`src/hdl/vpic_pkg.sv`:
```
// Constants and carrier types for the vectored priority interrupt controller
// ---------------------------------------------------------------------------
// ---------------------------------------------------------------------------
package vpic_pkg;
    // Geometry
    localparam int NUM_IN = 8;
    localparam int NUM_SRC = 16;
    localparam int SEL_W = 4;
    // Call opcode driven on the first acknowledge
    localparam logic [7:0] CALL_OPCODE = 8'hcd;
    // Control word addresses (a0 selects one of two ports)
    localparam logic ADDR_MODE = 1'b0;
    localparam logic ADDR_CTRL = 1'b1;
    // Control word port 1: mask register write
    // Control word port 0 data bits
    localparam int CW_ROT_BIT = 7;   // Rotating priority enable
    localparam int CW_SLV_BIT = 6;   // Off-board slaves present
    localparam int CW_STS_BIT = 5;   // Status select: 1 pending, 0 in service
    localparam int CW_BASE_LSB = 0;  // Base address page, bits 4:0
    localparam int CW_BASE_W = 5;
    // Reset values
    localparam logic [7:0] MASK_RST = 8'hff;
    localparam logic [7:0] BASE_RST = 8'h00;
    // Vector spacing: each level gets four bytes
    localparam int VEC_SHIFT = 2;

    // Host control lines carried together
    typedef struct packed {
        logic cs_n;   // Chip select
        logic rd_n;   // Read strobe
        logic wr_n;   // Write strobe
        logic a0;     // Port select
        logic ack_n;  // Interrupt acknowledge
    } host_ctl_s;

    // Acknowledge sequence states
    typedef enum logic [1:0] {
        ACK_IDLE,
        ACK_ONE,
        ACK_TWO,
        ACK_THREE
    } ack_state_e;
endpackage : vpic_pkg

```
`src/hdl/pin_sync3.sv`:
```
// Three-stage pin synchroniser with agreement filter
`timescale 1ns/1ps
module pin_sync3 #(
    parameter int W = 1
) (
    // Clock and reset
    input wire logic mclk_i,
    input wire logic reset_i,
    // Raw pins and filtered level
    input wire logic [W-1:0] pin_i,
    input wire logic [W-1:0] rst_val_i,
    output logic [W-1:0] level_o
);
    logic [W-1:0] s1_ff;  // First stage, read by s2 only
    logic [W-1:0] s2_ff;  // Second stage
    logic [W-1:0] s3_ff;  // Third stage
    // --------------------------------------------------------------
    // Shift chain and agreement filter
    // --------------------------------------------------------------
    // Stages start at the pin's idle level, so no edge follows reset
    always_ff @(posedge mclk_i) begin
        if (reset_i) begin
            s1_ff <= rst_val_i;
            s2_ff <= rst_val_i;
            s3_ff <= rst_val_i;
        end else begin
            s1_ff <= pin_i;
            s2_ff <= s1_ff;
            s3_ff <= s2_ff;
        end
    end
    // Level moves only when stages two and three agree
    always_ff @(posedge mclk_i) begin
        if (reset_i) begin
            level_o <= rst_val_i;
        end else begin
            for (int i = 0; i < W; i++) begin
                if (s2_ff[i] == s3_ff[i]) begin
                    level_o[i] <= s3_ff[i];
                end
            end
        end
    end
endmodule : pin_sync3

```
`src/hdl/vpic_top.sv`:
```
// Vectored priority interrupt controller core
`timescale 1ns/1ps
module vpic_top #(
    parameter int N_IN = 8,
    parameter int N_SRC = 16
) (
    // Clock and reset
    input wire logic mclk_i,
    input wire logic reset_i,
    // Candidate request sources (asynchronous pins)
    input wire logic [N_SRC-1:0] src_req_i,
    // Static routing straps, one source index per input
    input wire logic [N_IN*vpic_pkg::SEL_W-1:0] route_sel_i,
    // Host control lines and data bus
    input wire vpic_pkg::host_ctl_s host_ctl_i,
    input wire logic [7:0] data_i,
    output logic [7:0] data_o,
    output logic data_oe_n_o,
    // Interrupt to processor and buffer enable
    output logic irq_o,
    output logic cascade_buffer_enable_n_o
);
    import vpic_pkg::*;

    // --------------------------------------------------------------
    // Elaboration checks
    // --------------------------------------------------------------
    if (N_IN != NUM_IN || N_SRC != NUM_SRC) begin : g_bad_geom
        $error("Only eight inputs and sixteen sources are supported");
    end

    // --------------------------------------------------------------
    // Input synchronisation
    // --------------------------------------------------------------
    logic [N_SRC-1:0] src_lvl;   // Filtered source levels
    host_ctl_s hc;               // Filtered host lines
    host_ctl_s ctl_d_ff;         // Previous host lines
    pin_sync3 #(.W(N_SRC)) u_src_sync (
        .mclk_i(mclk_i),
        .reset_i(reset_i),
        .pin_i(src_req_i),
        .rst_val_i('0),
        .level_o(src_lvl)
    );
    // Host lines and data bus share one filter; lines idle high
    localparam int CTL_W = $bits(host_ctl_s);
    logic [CTL_W+7:0] bus_lvl;  // Filtered host lines over data
    pin_sync3 #(.W(CTL_W + 8)) u_ctl_sync (
        .mclk_i(mclk_i),
        .reset_i(reset_i),
        .pin_i({host_ctl_i, data_i}),
        .rst_val_i({{CTL_W{1'b1}}, 8'h00}),
        .level_o(bus_lvl)
    );
    assign hc = host_ctl_s'(bus_lvl[CTL_W+7:8]);
    logic [7:0] data_ff;  // Filtered data bus, one cycle behind
    always_ff @(posedge mclk_i) begin
        if (reset_i) begin
            ctl_d_ff <= '1;
            data_ff <= 8'h00;
        end else begin
            ctl_d_ff <= hc;
            data_ff <= bus_lvl[7:0];
        end
    end
    logic ack_fall;  // Acknowledge goes low
    logic ack_rise;  // Acknowledge returns high
    logic wr_rise;   // Write strobe ends
    assign ack_fall = !hc.ack_n && ctl_d_ff.ack_n;
    assign ack_rise = hc.ack_n && !ctl_d_ff.ack_n;
    assign wr_rise = hc.wr_n && !ctl_d_ff.wr_n && !hc.cs_n;

    // --------------------------------------------------------------
    // Routing matrix
    // --------------------------------------------------------------
    logic [N_IN-1:0] routed;  // Request per controller input
    always_comb begin
        for (int i = 0; i < N_IN; i++) begin
            routed[i] = src_lvl[route_sel_i[i*SEL_W +: SEL_W]];
        end
    end

    // --------------------------------------------------------------
    // Programming registers
    // --------------------------------------------------------------
    logic [7:0] mask_ff;           // Per-input mask
    logic rot_ff;                  // Rotating priority on
    logic slaves_ff;               // Off-board slaves present
    logic sts_sel_ff;              // Status read selector
    logic [CW_BASE_W-1:0] base_ff; // Vector page
    logic [2:0] prio_top;          // Highest priority level now
    always_ff @(posedge mclk_i) begin
        if (reset_i) begin
            mask_ff <= MASK_RST;
            rot_ff <= 1'b0;
            slaves_ff <= 1'b0;
            sts_sel_ff <= 1'b0;
            base_ff <= BASE_RST[CW_BASE_W-1:0];
        end else if (wr_rise) begin
            if (hc.a0 == ADDR_CTRL) begin
                mask_ff <= data_ff;
            end else begin
                // Takes effect at once, no reset needed
                rot_ff <= data_ff[CW_ROT_BIT];
                slaves_ff <= data_ff[CW_SLV_BIT];
                sts_sel_ff <= data_ff[CW_STS_BIT];
                base_ff <= data_ff[CW_BASE_LSB +: CW_BASE_W];
            end
        end
    end

    // --------------------------------------------------------------
    // Pending set and arbitration
    // --------------------------------------------------------------
    logic [7:0] pend_ff;     // Latched pending requests
    logic [7:0] insvc_ff;    // In-service levels
    logic [7:0] rdy;         // Unmasked pending
    logic win_vld;           // A winner exists
    logic [2:0] win_lvl;     // Winning level
    logic [2:0] svc_lvl_ff;  // Level being serviced
    ack_state_e ack_ff;
    assign rdy = pend_ff & ~mask_ff;
    always_comb begin
        logic [2:0] idx;
        idx = 3'h0;
        win_vld = 1'b0;
        win_lvl = 3'h0;
        for (int k = N_IN - 1; k >= 0; k--) begin
            idx = 3'(prio_top + 3'(k));
            if (rdy[idx]) begin
                win_vld = 1'b1;
                win_lvl = idx;
            end
        end
    end
    // Pending: set wins over clear on the same cycle
    always_ff @(posedge mclk_i) begin
        if (reset_i) begin
            pend_ff <= 8'h00;
        end else begin
            for (int i = 0; i < N_IN; i++) begin
                if (routed[i]) begin
                    pend_ff[i] <= 1'b1;
                end else if (ack_fall && ack_ff == ACK_IDLE &&
                             win_vld && win_lvl == 3'(i)) begin
                    pend_ff[i] <= 1'b0;
                end
            end
        end
    end
    // In-service tracking; rotation follows the last served level
    always_ff @(posedge mclk_i) begin
        if (reset_i) begin
            insvc_ff <= 8'h00;
            svc_lvl_ff <= 3'h0;
        end else if (ack_fall && ack_ff == ACK_IDLE) begin
            svc_lvl_ff <= win_lvl;
            insvc_ff <= 8'h01 << win_lvl;
        end else if (ack_rise && ack_ff == ACK_THREE) begin
            insvc_ff <= 8'h00;
        end
    end
    assign prio_top = rot_ff ? 3'(svc_lvl_ff + 3'h1) : 3'h0;

    // --------------------------------------------------------------
    // Acknowledge sequencer
    // --------------------------------------------------------------
    always_ff @(posedge mclk_i) begin
        if (reset_i) begin
            ack_ff <= ACK_IDLE;
        end else if (ack_fall) begin
            unique case (ack_ff)
                ACK_IDLE: ack_ff <= ACK_ONE;
                ACK_ONE: ack_ff <= ACK_TWO;
                ACK_TWO: ack_ff <= ACK_THREE;
                ACK_THREE: ack_ff <= ACK_ONE;
            endcase
        end else if (ack_rise && ack_ff == ACK_THREE) begin
            ack_ff <= ACK_IDLE;
        end
    end

    // --------------------------------------------------------------
    // Interrupt output
    // --------------------------------------------------------------
    always_ff @(posedge mclk_i) begin
        if (reset_i) begin
            irq_o <= 1'b0;
        end else if (ack_fall || ack_ff != ACK_IDLE) begin
            irq_o <= 1'b0;
        end else begin
            irq_o <= win_vld;
        end
    end

    // --------------------------------------------------------------
    // Data bus drive
    // --------------------------------------------------------------
    logic [15:0] vec;  // Service routine address
    assign vec = {8'h00, base_ff, svc_lvl_ff} << VEC_SHIFT;
    logic answer;      // This pulse is ours to answer
    logic [7:0] ack_byte;
    always_comb begin
        answer = 1'b0;
        ack_byte = 8'h00;
        unique case (ack_ff)
            ACK_ONE: begin
                answer = 1'b1;
                ack_byte = CALL_OPCODE;
            end
            ACK_TWO: begin
                answer = !slaves_ff;
                ack_byte = vec[7:0];
            end
            ACK_THREE: begin
                answer = !slaves_ff;
                ack_byte = vec[15:8];
            end
            ACK_IDLE: answer = 1'b0;
        endcase
    end
    logic ack_low;
    logic rd_act;
    assign ack_low = !hc.ack_n && !ctl_d_ff.ack_n;
    assign rd_act = !hc.cs_n && !hc.rd_n && hc.ack_n;
    always_ff @(posedge mclk_i) begin
        if (reset_i) begin
            data_o <= 8'h00;
            data_oe_n_o <= 1'b1;
            cascade_buffer_enable_n_o <= 1'b1;
        end else if (ack_low && answer) begin
            data_o <= ack_byte;
            data_oe_n_o <= 1'b0;
            cascade_buffer_enable_n_o <= 1'b0;
        end else if (rd_act) begin
            // Status read
            data_o <= (hc.a0 == ADDR_CTRL) ? mask_ff :
                      (sts_sel_ff ? pend_ff : insvc_ff);
            data_oe_n_o <= 1'b0;
            cascade_buffer_enable_n_o <= 1'b0;
        end else begin
            data_oe_n_o <= 1'b1;
            cascade_buffer_enable_n_o <= 1'b1;
        end
    end

    // --------------------------------------------------------------
    // Assertions
    // --------------------------------------------------------------
    property p_irq_drop;
        @(posedge mclk_i) disable iff (reset_i)
        ack_fall |=> !irq_o;
    endproperty
    a_irq_drop: assert property (p_irq_drop)
        else $error("irq stayed high after acknowledge");
    property p_call;
        @(posedge mclk_i) disable iff (reset_i)
        (ack_ff == ACK_ONE && ack_low) |=> (data_o == CALL_OPCODE);
    endproperty
    a_call: assert property (p_call)
        else $error("call opcode missing on first acknowledge");
    property p_buf_en;
        @(posedge mclk_i) disable iff (reset_i)
        (ack_low && answer) |=> !cascade_buffer_enable_n_o;
    endproperty
    a_buf_en: assert property (p_buf_en)
        else $error("buffer enable not low during answer");
    property p_slave_quiet;
        @(posedge mclk_i) disable iff (reset_i)
        (slaves_ff && ack_ff == ACK_TWO && ack_low && !rd_act)
            |=> data_oe_n_o;
    endproperty
    a_slave_quiet: assert property (p_slave_quiet)
        else $error("master drove address with slaves");
    property p_lo_byte;
        @(posedge mclk_i) disable iff (reset_i)
        (!slaves_ff && ack_ff == ACK_TWO && ack_low) |=> data_o == vec[7:0];
    endproperty
    a_lo_byte: assert property (p_lo_byte)
        else $error("low address byte wrong");
    property p_idle_after;
        @(posedge mclk_i) disable iff (reset_i)
        (ack_rise && ack_ff == ACK_THREE) |=> ack_ff == ACK_IDLE;
    endproperty
    a_idle_after: assert property (p_idle_after)
        else $error("sequencer did not return to idle");
    property p_irq_cause;
        @(posedge mclk_i) disable iff (reset_i)
        $rose(irq_o) |-> $past(win_vld);
    endproperty
    a_irq_cause: assert property (p_irq_cause)
        else $error("irq raised without winner");
    property p_win_unmasked;
        @(posedge mclk_i) disable iff (reset_i)
        win_vld |-> rdy[win_lvl] &&
            (rot_ff || (rdy & ((8'h01 << win_lvl) - 8'h01)) == 8'h00);
    endproperty
    a_win_unmasked: assert property (p_win_unmasked)
        else $error("winner not ready or not highest");
endmodule : vpic_top

```
`config.mk`:
```
export PLATFORM = sky130hd
export DESIGN_NAME = vpic_top
export DESIGN_NICKNAME = d
export VERILOG_FILES = /design/src/hdl/vpic_pkg.sv /design/src/hdl/pin_sync3.sv /design/src/hdl/vpic_top.sv
export SDC_FILE = /design/constraint.sdc
export NUM_CORES = 1
export LEC_CHECK = 0
export BUFFER_PORTS_ARGS = -buffer_cell sky130_fd_sc_hd__buf_2
export CAP_MARGIN = 15
export CORE_MARGIN = 4
export CORE_UTILIZATION = 45
export CTS_CLUSTER_DIAMETER = 60
export DETAILED_ROUTE_END_ITERATION = 16
export GPL_ROUTABILITY_DRIVEN = 1
export HOLD_SLACK_MARGIN = 0.05
export PLACE_DENSITY = 0.72
export RECOVER_POWER = 25
export REMOVE_ABC_BUFFERS = 1
export SYNTH_ARGS = -nofsm -noshare
export SYNTH_HDL_FRONTEND = slang
export SYNTH_HIERARCHICAL = 1
export SYNTH_SLANG_ARGS = --single-unit
```
`constraint.sdc`:
```
create_clock -name mclk_i -period 6.6 [get_ports mclk_i]
set_input_delay 1.32 -clock mclk_i [delete_from_list [all_inputs] [get_ports mclk_i]]
set_output_delay 1.32 -clock mclk_i [all_outputs]
set_load 0.005 [all_outputs]
```
Word-level counts from Yosys, hierarchy flattened. Index checks and enable logic that the tools add are counted.

Equality and inequality tests: 39. Order comparisons: 16. Bitwise logic cells: 3. Add/sub/neg operators: 8. Reduce and logical (&&, ||, !) cells: 45. Shift-type cells: 1. Mux-type cells: 78.

Operators with widths (count): $mux 8 (6); $mux 1 (42); $lt 4x5->1 const B (8); $bmux 1 s4 (8); $lt 3x4->1 const B (8); $eq 1x1->1 (29); $mux 3 (9); $bmux 1 s3 (8); $pmux 8 s3 (1); $reduce_bool 2->1 (12); $logic_and 1x1->1 (19); $add 3x3->3 const B (4); $eq 3x3->1 const B (4); $and 8x8->8 (1); $not 8->8 (1); $shl 1x3->8 const A (1); $add 3x1->3 const B (2); $add 3x2->3 const B (2); $eq 3x2->1 const B (2); $logic_not 1->1 (6); $pmux 2 s3 (1); $reduce_or 2->1 (3); $eq 2x2->1 const B (2); $mux 2 (2); other kinds (8) (9).

Bits of input ports: 63. Flip-flop bits (word level): 173. Word-level logic and storage cells: 247. Output and inout port bits: 11.

Logic depth before layout (Yosys ltp). Gate-level depths: netlist (run 1).

Depth after elaboration: 17. Depth in mapped cells: 13. Depth with buffers taken out: 11.

Hierarchy. Netlist (run 1), hierarchy kept.

By module, submodules not included: vpic_top (cells each 453, area each 4439.3 µm², times used 1); pin_sync3 at u_src_sync (cells each 250, area each 2422.3 µm², times used 1); pin_sync3 at u_ctl_sync (cells each 203, area each 1918.1 µm², times used 1).

Worst setup path after synthesis (run 1). No wires, ideal clock.

Path kind: flip-flop to flip-flop. Start: reg svc_lvl_ff[0]. End: reg pend_ff[3]. Library setup time: 0.125 ns. Path slack: 3.110 ns. Clock period less this slack: 3.490 ns. Cell stages (with the launch flop): 14. Data arrival time: 3.365 ns. Cells stage by stage: dfxtp_1 -> ha_1 -> nand2_1 -> inv_1 -> ha_1 -> or3_1 -> buf_2 -> and2_1 -> buf_6 -> mux2_4 -> nand3_1 -> a2111oi_4 -> o2bb2ai_2 -> o41a_1.

Word-level cells in the longest chain between the ends: 16. Elaborated cells between the ends (all ways): 45. Classes of those cells: 8 x add/sub; 1 x eq/ne; 33 x mux; 3 x reduce/logical.

RTL lines: from (decl) (RTL line vpic_top.sv:120) `logic [2:0] svc_lvl_ff;`; from (signal assigned) (RTL line vpic_top.sv:157) `svc_lvl_ff <= win_lvl;`; $add 3x1->3 * (RTL line vpic_top.sv:163) `assign prio_top = rot_ff ? 3'(svc_lvl_ff + 3'h1) : 3'h0;`; $mux 3 * (RTL line vpic_top.sv:163); $add 3x3->3 (RTL line vpic_top.sv:129) `idx = 3'(prio_top + 3'(k));`; $bmux 1 s3 (RTL line vpic_top.sv:130) `if (rdy[idx]) begin`; $mux 1 (implied by the code) (RTL line vpic_top.sv:130); $mux 3 / $mux 1 (equally long branches) (8 in series) (RTL line vpic_top.sv:130); $eq 3x2->1 / $logic_and 1x1->1 (equally long branches) (RTL line vpic_top.sv:145, vpic_top.sv:144); $logic_and 1x1->1 * (RTL line vpic_top.sv:145) `win_vld && win_lvl == 3'(i)) begin`; $reduce_bool 2->1 (no line) *; to (signal assigned) (RTL line vpic_top.sv:139) `pend_ff <= 8'h00;`; to (signal, indexed assignment) (RTL line vpic_top.sv:143) `pend_ff[i] <= 1'b1;`; to (signal, indexed assignment) (RTL line vpic_top.sv:146) `pend_ff[i] <= 1'b0;`; to (decl) (RTL line vpic_top.sv:115) `logic [7:0] pend_ff;`.

Every way passes the cells marked *; elsewhere a longest branch is shown, timed or not. The select of a mux whose other input is x is not followed. A chain may end at the register's enable or synchronous reset.

Worst setup path after layout (run 1).
Start: reg rot_ff. End: reg insvc_ff[4].

Word-level cells in the longest chain between the ends: 14. Elaborated cells between the ends (all ways): 34. Classes of those cells: 7 x add/sub; 1 x shift; 26 x mux.

RTL lines: from (decl) (RTL line vpic_top.sv:87) `logic rot_ff;`; from (signal assigned) (RTL line vpic_top.sv:104) `rot_ff <= data_ff[CW_ROT_BIT];`; $mux 3 * (RTL line vpic_top.sv:163); $add 3x3->3 (RTL line vpic_top.sv:129); $bmux 1 s3 (RTL line vpic_top.sv:130); $mux 1 (implied by the code) (RTL line vpic_top.sv:130); $mux 3 (7 in series) (RTL line vpic_top.sv:130); $mux 3 * (RTL line vpic_top.sv:130); $shl 1x3->8 * (RTL line vpic_top.sv:158) `insvc_ff <= 8'h01 << win_lvl;`; $mux 8 * (RTL line vpic_top.sv:156) `end else if (ack_fall && ack_ff == ACK_IDLE) begin`; to (signal assigned) (RTL line vpic_top.sv:158); to (decl) (RTL line vpic_top.sv:116) `logic [7:0] insvc_ff;`.

Marked as above.

==> flow_summary.json, run 1 <==
{
  "critPathMaxFanout": 14,
  "syn_inst": 906,
  "synth_top_cell_by_area": "dfxtp_1",
  "synth_warnings": 6,
  "routed_via_density": 5.166,
  "synth_edf_count": 29,
  "port_buffers": 73,
  "clockBufferDepth": 2,
  "yosysTopAreaCellShare_pct": 32.83,
  "hold_ws_ns": 0.4230,
  "clkLatencyLatePin_ns": 0.42,
  "worst_slew_pin_slew_ns": 0.9702,
  "num-fill-cells": 1698,
  "hold_violations": 0,
  "p_sw_share_pct": 26.29,
  "vias": 6519,
  "layout_common_cells": "dfxtp_1 (144), o21ai_0 (130), inv_1 (124), nand2_1 (80), buf_2 (72)",
  "grt_pass1_wl_mm": 30.58,
  "setup_violations": 0,
  "drt-total-wl_mm": 18.73,
  "drt_iter0_markers": 457,
  "clkPwrFrac_pct": 36.5,
  "comb_power_share_pct": 14.4,
  "routedWlPerCell_um": 14.84,
  "clockRootBuffer": "clkbuf_16",
  "required_ns": 6.96,
  "cts_buffers": 17,
  "die_area_um2": 21810,
  "placementRows": 50,
  "grt.met3_usage_pct": 2.790,
  "seq_power_share_pct": 49.2,
  "post-route-min-period_ns": 4.056,
  "met2_usage_pct": 29.43,
  "post_cts_resized": 0,
  "worst_hold_path_type": "reg2reg",
  "netlist_area_um2": 8780,
  "core_um2": 18960,
  "final_common_cell": "dfxtp_1",
  "path_class": "reg2reg",
  "ys.flop_type": "dfxtp_1",
  "ys_ff_latch": 173,
  "busiest_layer": "met2",
  "dpl.cell_count": 1230,
  "track_usage_pct": 17.35,
  "final_antenna_net_count": 0,
  "drc": 0,
  "p_leak_nw": 4.285,
  "fmax_mhz": 246.6,
  "fin_skew_ns": 0.007796,
  "p_per_area_nw_per_um2": 260.9,
  "hpwl_mm": 13.70,
  "htreeDepth": 4,
  "ios": 74,
  "first_global_vias": 6146,
  "power_w": 0.002596,
  "start_kind": "register",
  "antennaDiodeCount": 0,
  "yosysUniqueCellTypes": 78,
  "die_w_um": 147.7,
  "syn2layout_area_growth_pct": 13.32,
  "cts_setup_buffers": 0,
  "place_congestion": 0.8961,
  "power.internal_w": 0.001914,
  "gr-total-overflow": 0,
  "fin_nets": 1060,
  "drv_cap": 0,
  "fin_util_pct": 52.49,
  "switching_power_w": 0.0006824,
  "instances_no_fill": 1262,
  "initial_utilization_pct": 46.32,
  "cts.sinks": 173,
  "worstPathArrival_ns": 4.41,
  "die_y_um": 147.7,
  "peakVddDrop_v": 0.0001762,
  "synth.area.top_cells": "dfxtp_1 (33%), mux4_2 (12%), edfxtp_1 (9.9%)",
  "status": "finished, final reports clean",
  "met1_usage_pct": 21.88,
  "grt_max_degree": 124,
  "async_reset_ff_share_pct": 0,
  "maxSlewHeadroom_pct": 35.32,
  "avgSynthCellArea_um2": 9.691,
  "yosysSeqAreaShare_pct": 42.75,
  "drive_gt1_share_pct": 18.36,
  "post-route-period-util_pct": 61.45,
  "first_pass_iters": 8,
  "grt_setup_unrepaired": "no",
  "antenna_found_initial": 0,
  "path_clk_slew_ns": 0.06,
  "drv_slew": 0,
  "fin_tns_setup_ns": 0,
  "endpoint_kind": "register",
  "cts_tree": "done",
  "cts_hold_buf": 0
}
==> power by group through the flow <==
stage               registers (W)  clock network [W]  logic (W)
floorplan                 0.00126                  0   0.000268
global placement          0.00129                  0   0.000360
detailed placement        0.00130                  0   0.000371
CTS                       0.00128           0.000969   0.000374
global route              0.00129            0.00102   0.000415
finish                    0.00128           0.000946   0.000373
==> state kept, by name, summed over array words and instances, names as in the netlist, 2 cells and up <==
register / cells
u_src_sync/s3_ff: 16
u_src_sync/s1_ff: 16
u_ctl_sync/s2_ff: 13
u_ctl_sync/s3_ff: 13
base_ff: 5
insvc_ff: 8
pend_ff: 8
data_o: 8
data_ff: 8
u_ctl_sync/level_o: 13
svc_lvl_ff: 3
u_ctl_sync/s1_ff: 13
mask_ff: 8
ack_ff: 2
ctl_d_ff: 2
u_src_sync/level_o: 16
u_src_sync/s2_ff: 16
==> per-stage QoR <==
stage | worst slack, ns | cell area [µm²]
floorplan | 3.086 | 8656
CTS | 2.644 | 9950
finish | 2.544 | 9950
global route | 2.294 | 9950
global placement | 2.700 | 9382
detailed placement | 2.660 | 9382
==> Yosys cell counts (4+ instances only) <==
cell type / number
buf_4: 4
buf_6: 4
nor3_1: 10
buf_2: 5
a31oi_1: 11
inv_1: 124
o21ai_0: 127
a211oi_1: 7
o21ai_1: 10
nand2_1: 80
dfxtp_1: 144
nand2b_1: 36
nand3_1: 16
mux4_2: 46
xor2_1: 30
a32o_1: 9
or3_1: 4
mux2i_1: 23
edfxtp_1: 29
clkbuf_1: 23
mux2_2: 5
a21oi_1: 25
ha_1: 8
nor2b_1: 17
nor2_1: 29
nand2_4: 6
==> worst paths after layout <==
path                                start                           end  slack [ns]  cells past startpoint
max reg2reg           rot_ff$_SDFFE_PP0P_      insvc_ff[4]$_SDFFE_PP0P_        2.54                     10
min          u_src_sync/s1_ff[15]$_DFF_P_  u_src_sync/s2_ff[15]$_DFF_P_        0.42                      2
min reg2reg  u_src_sync/s1_ff[15]$_DFF_P_  u_src_sync/s2_ff[15]$_DFF_P_        0.42                      2
max                   rot_ff$_SDFFE_PP0P_      insvc_ff[4]$_SDFFE_PP0P_        2.54                     10
==> layer usage <==
metal	up-vias	part of all wire, %
li1	3316	-
met5	-	0
met3	50	4.8
met2	166	50
met4	0	3.2
met1	2987	42
==> cells by family after synthesis <==
group	synth area share (%)
AOI/OAI and AO/OA	16.15
xor gates and xnor gates	3.463
adders and majority gates	1.140
buffers and inverters	7.909
DFF	42.75
muxes	15.36
other	0.08554
and+or+nand+nor	13.14
==> worst max-delay path: stages, from the launching register on <==
cell	delay (ns)
dfxtp_1	0.56
nand2b_1	0.49
ha_1	0.62
inv_1	0.36
mux4_2	0.37
a221oi_1	0.24
o221ai_1	0.17
a311oi_2	0.48
nor3_1	0.16
nor2_2	0.32
a32o_1	0.23
==> cell type report <==
type | instances | area [µm²] | share of cell area [%]
clock buffer | 20 | 456.7 | 4.590
multi-input combinational | 596 | 4439 | 44.62
sequential | 173 | 3754 | 37.73
inverter | 125 | 469.2 | 4.716
clock inverter | 12 | 111.4 | 1.119
tap | 260 | 325.3 | 3.270
timing repair buffer | 76 | 394.1 | 3.961
Power figures use the tool's default switching activity.
==> run 2, diff against run 1 <==
--- a/config.mk
+++ b/config.mk
@@ -5,6 +5,7 @@
 export SDC_FILE = /design/constraint.sdc
 export NUM_CORES = 1
 export LEC_CHECK = 0
+export ABC_AREA = 1
 export BUFFER_PORTS_ARGS = -buffer_cell sky130_fd_sc_hd__buf_2
 export CAP_MARGIN = 15
 export CORE_MARGIN = 4
@@ -13,7 +14,7 @@
 export DETAILED_ROUTE_END_ITERATION = 16
 export GPL_ROUTABILITY_DRIVEN = 1
 export HOLD_SLACK_MARGIN = 0.05
-export PLACE_DENSITY = 0.72
+export PLACE_DENSITY = 0.74
 export RECOVER_POWER = 25
 export REMOVE_ABC_BUFFERS = 1
 export SYNTH_ARGS = -nofsm -noshare
==> constraint.sdc (replaced) <==
create_clock -name mclk_i -period 3.7 [get_ports mclk_i]
set_input_delay 0.74 -clock mclk_i [delete_from_list [all_inputs] [get_ports mclk_i]]
set_output_delay 0.74 -clock mclk_i [all_outputs]
set_load 0.005 [all_outputs]
==> run 2 against run 1 <==
Net effect:
- clock skew increased by 0.0077 ns
- fmax grew 40%
- synthesized area decreased by 4.3%
- first-iteration DRC count increased by 28%
- critical path type unchanged
- worst hold slack got worse by 0.0068 ns
- flip-flop and latch count is the same
- combinational power increased by 95%
==> flow_summary.json, run 2 <==
{
  "grt_pass1_wl_mm": 31.48,
  "switching_power_w": 0.001324,
  "yosysUniqueCellTypes": 39,
  "final_antenna_net_count": 0,
  "reg2reg_depth": 18,
  "ys.flop_type": "dfxtp_1",
  "antennaDiodeCount": 0,
  "yosysTopAreaCellShare_pct": 34.31,
  "reg2reg_to": "pend_ff[5]$_SDFFE_PP0P_",
  "final_area_um2": 9480,
  "hold_violations": 0,
  "slowest_delay_ns": 0.50,
  "yosysSeqAreaShare_pct": 44.67,
  "drv_cap": 0,
  "crit_slowest_cell": "ha_1",
  "fmax_mhz": 346.4,
  "synth.area.top_cells": "dfxtp_1 (34%), nand2_1 (16%), edfxtp_1 (10%)",
  "die_y_um": 144.7,
  "power.internal_w": 0.003350,
  "min_from": "u_src_sync/s1_ff[5]$_DFF_P_",
  "comb_power_share_pct": 15.6,
  "crit_chain": "ha_1 -> nand2_2 -> ha_1 -> inv_1 -> nand3_1 -> nand2_1 -> nand2_1 -> nand2_2 -> a21oi_1 -> nand3_1 -> nand2_1 -> nand2_1 -> nand2_2 -> nand2_2 -> nand2_2 -> nand3_1 -> nand2_1 -> a21oi_1",
  "syn2layout_area_growth_pct": 12.82,
  "htreeDepth": 4,
  "initial_utilization_pct": 46.30,
  "post_cts_resized": 0,
  "layout_common_cells": "nand2_1 (368), dfxtp_1 (144), inv_1 (138), o21ai_0 (132), a21oi_1 (90)",
  "synth_warnings": 6,
  "hpwl_mm": 13.69,
  "routedWlPerCell_um": 13.00,
  "post_dp_cell_area_um2": 8914,
  "drive_gt1_share_pct": 11.04,
  "p_per_area_nw_per_um2": 493.1,
  "cts_hold_buf": 0,
  "post-route-min-period_ns": 2.887,
  "peakVddDrop_v": 0.0003598,
  "clkPwrFrac_pct": 36.9,
  "final_common_cell": "nand2_1",
  "p_sw_share_pct": 28.33,
  "worst_hold_path_type": "reg2reg",
  "clockBufferDepth": 2,
  "worstSetupStartpoint": "svc_lvl_ff[0]$_SDFFE_PP0P_",
  "cts_tree": "done",
  "worstPathArrival_ns": 3.16,
  "maxSlewHeadroom_pct": 45.05,
  "drt-total-wl_mm": 19.34,
  "start_kind": "register",
  "required_ns": 3.98,
  "cts_buffers": 17,
  "fin_nets": 1317,
  "first_pass_iters": 5,
  "ios": 74,
  "hold_depth": 2,
  "worst_slew_pin_slew_ns": 0.8231,
  "hold_end": "u_src_sync/s2_ff[5]$_DFF_P_",
  "port_buffers": 73,
  "die_area_um2": 20920,
  "drv_slew": 0,
  "avgSynthCellArea_um2": 7.201,
  "status": "finished, final reports clean",
  "rr_startpoint": "svc_lvl_ff[0]$_SDFFE_PP0P_",
  "track_usage_pct": 18.57,
  "fin_tns_setup_ns": 0,
  "critical-path-top-delay-family": "simple AND/OR/NAND/NOR gates",
  "place_congestion": 0.8956,
  "setup_violations": 0,
  "core_um2": 18150,
  "path_clk_slew_ns": 0.06,
  "endpoint_kind": "register",
  "num-fill-cells": 1759,
  "yosysMostFrequentCell": "nand2_1",
  "fin_skew_ns": 0.01545,
  "seq_power_share_pct": 47.5,
  "drt_iter0_markers": 583,
  "cts.sinks": 173,
  "critPathMaxFanout": 10,
  "post-route-period-util_pct": 78.02,
  "fin_util_pct": 52.24,
  "reg2reg_slack_ns": 0.81,
  "synth_top_cell_by_area": "dfxtp_1",
  "async_reset_ff_share_pct": 0,
  "p_leak_nw": 4.532,
  "cp.buffers_inverters": 1,
  "clockRootBuffer": "clkbuf_16",
  "drc": 0,
  "syn_inst": 1167,
  "first_global_vias": 6643,
  "routed_via_density": 5.092,
  "dpl.cell_count": 1456,
  "netlist_area_um2": 8403,
  "instances_no_fill": 1488,
  "die_w_um": 144.7,
  "placementRows": 49,
  "grt_setup_unrepaired": "no",
  "cts_setup_buffers": 0,
  "ys_ff_latch": 173,
  "vias": 7577,
  "grt_max_degree": 70,
  "yosys-top-cells-count": "nand2_1 (368), dfxtp_1 (144), inv_1 (138)",
  "gr-total-overflow": 0,
  "clkLatencyLatePin_ns": 0.43,
  "synth_edf_count": 29,
  "path_class": "reg2reg",
  "antenna_found_initial": 0
}
## run 2: cell types whose count changed in the layout (fill, tap and decap cells not counted), moves of 23 or more
cell	delta
mux2i_1	-23
nand2b_1	-36
o211ai_1	+27
nand3_1	+55
a21oi_1	+65
nand2_1	+288
xor2_1	-30
mux4_2	-46
## run 2: worst max path at each step
stage | cells after the start | end | slack [ns]
floorplan | 21 | pend_ff[2]$_SDFFE_PP0P_ | 1.23
global placement | 21 | pend_ff[2]$_SDFFE_PP0P_ | 0.92
detailed placement | 21 | pend_ff[2]$_SDFFE_PP0P_ | 0.85
CTS | 21 | pend_ff[2]$_SDFFE_PP0P_ | 0.82
global route | 21 | pend_ff[2]$_SDFFE_PP0P_ | 0.55
finish | 18 | pend_ff[5]$_SDFFE_PP0P_ | 0.81
## run 2: cell families (layout without fill, tap and decap cells)
group	count (synthesis)	after routing	share of synthesized area, %
AOI/OAI and AO/OA	278	278	18.33
adders and majority gates	8	8	1.191
buffers and inverters	187	252	9.574
DFF	173	173	44.67
other	2	29	0.08937
and+or+nand+nor	519	519	26.15
## run 2: tightest hold or removal path, cell delays in order (launching register included)
cell	delay [ns]
dfxtp_1	0.30
nand2_1	0.04
nand2_1	0.04
## run 2: layout make-up
cell class	instances	area [µm²]	area share [%]
clock buffers	19	432.9	4.566
flip-flops and latches	173	3754	39.59
inverters	146	551.8	5.820
well taps	229	286.5	3.022
multi-input cells	834	3946	41.63
repair buffers	74	365.4	3.854
clock inverters	13	143.9	1.518
## run 2: power by group through the flow
stage / clock (W) / sequential (W) / combinational [W]
finish: 0.00173 / 0.00222 / 0.000728
global placement: 0 / 0.00225 / 0.000702
global route: 0.00184 / 0.00224 / 0.000833
detailed placement: 0 / 0.00226 / 0.000720
floorplan: 0 / 0.00222 / 0.000501
CTS: 0.00176 / 0.00222 / 0.000724
## run 2: stage by stage
step	hold WS, ns	setup WS [ns]	power, W
after floorplan	0.3960	1.227	0.002718
after global placement	0.3967	0.9206	0.002953
after detailed placement	0.4022	0.8519	0.002978
after CTS	0.4176	0.8223	0.004705
after global routing	0.4268	0.5486	0.004911
final	0.4162	0.8131	0.004675
## run 2: per-layer routing
metal | global-route usage [%] | vias up | share of wire, %
li1 | - | 3961 | -
met1 | 24.58 | 3401 | 46
met2 | 30.43 | 175 | 47
met3 | 3.122 | 40 | 3.7
met4 | 7.266 | 0 | 3.0
met5 | 0 | - | 0
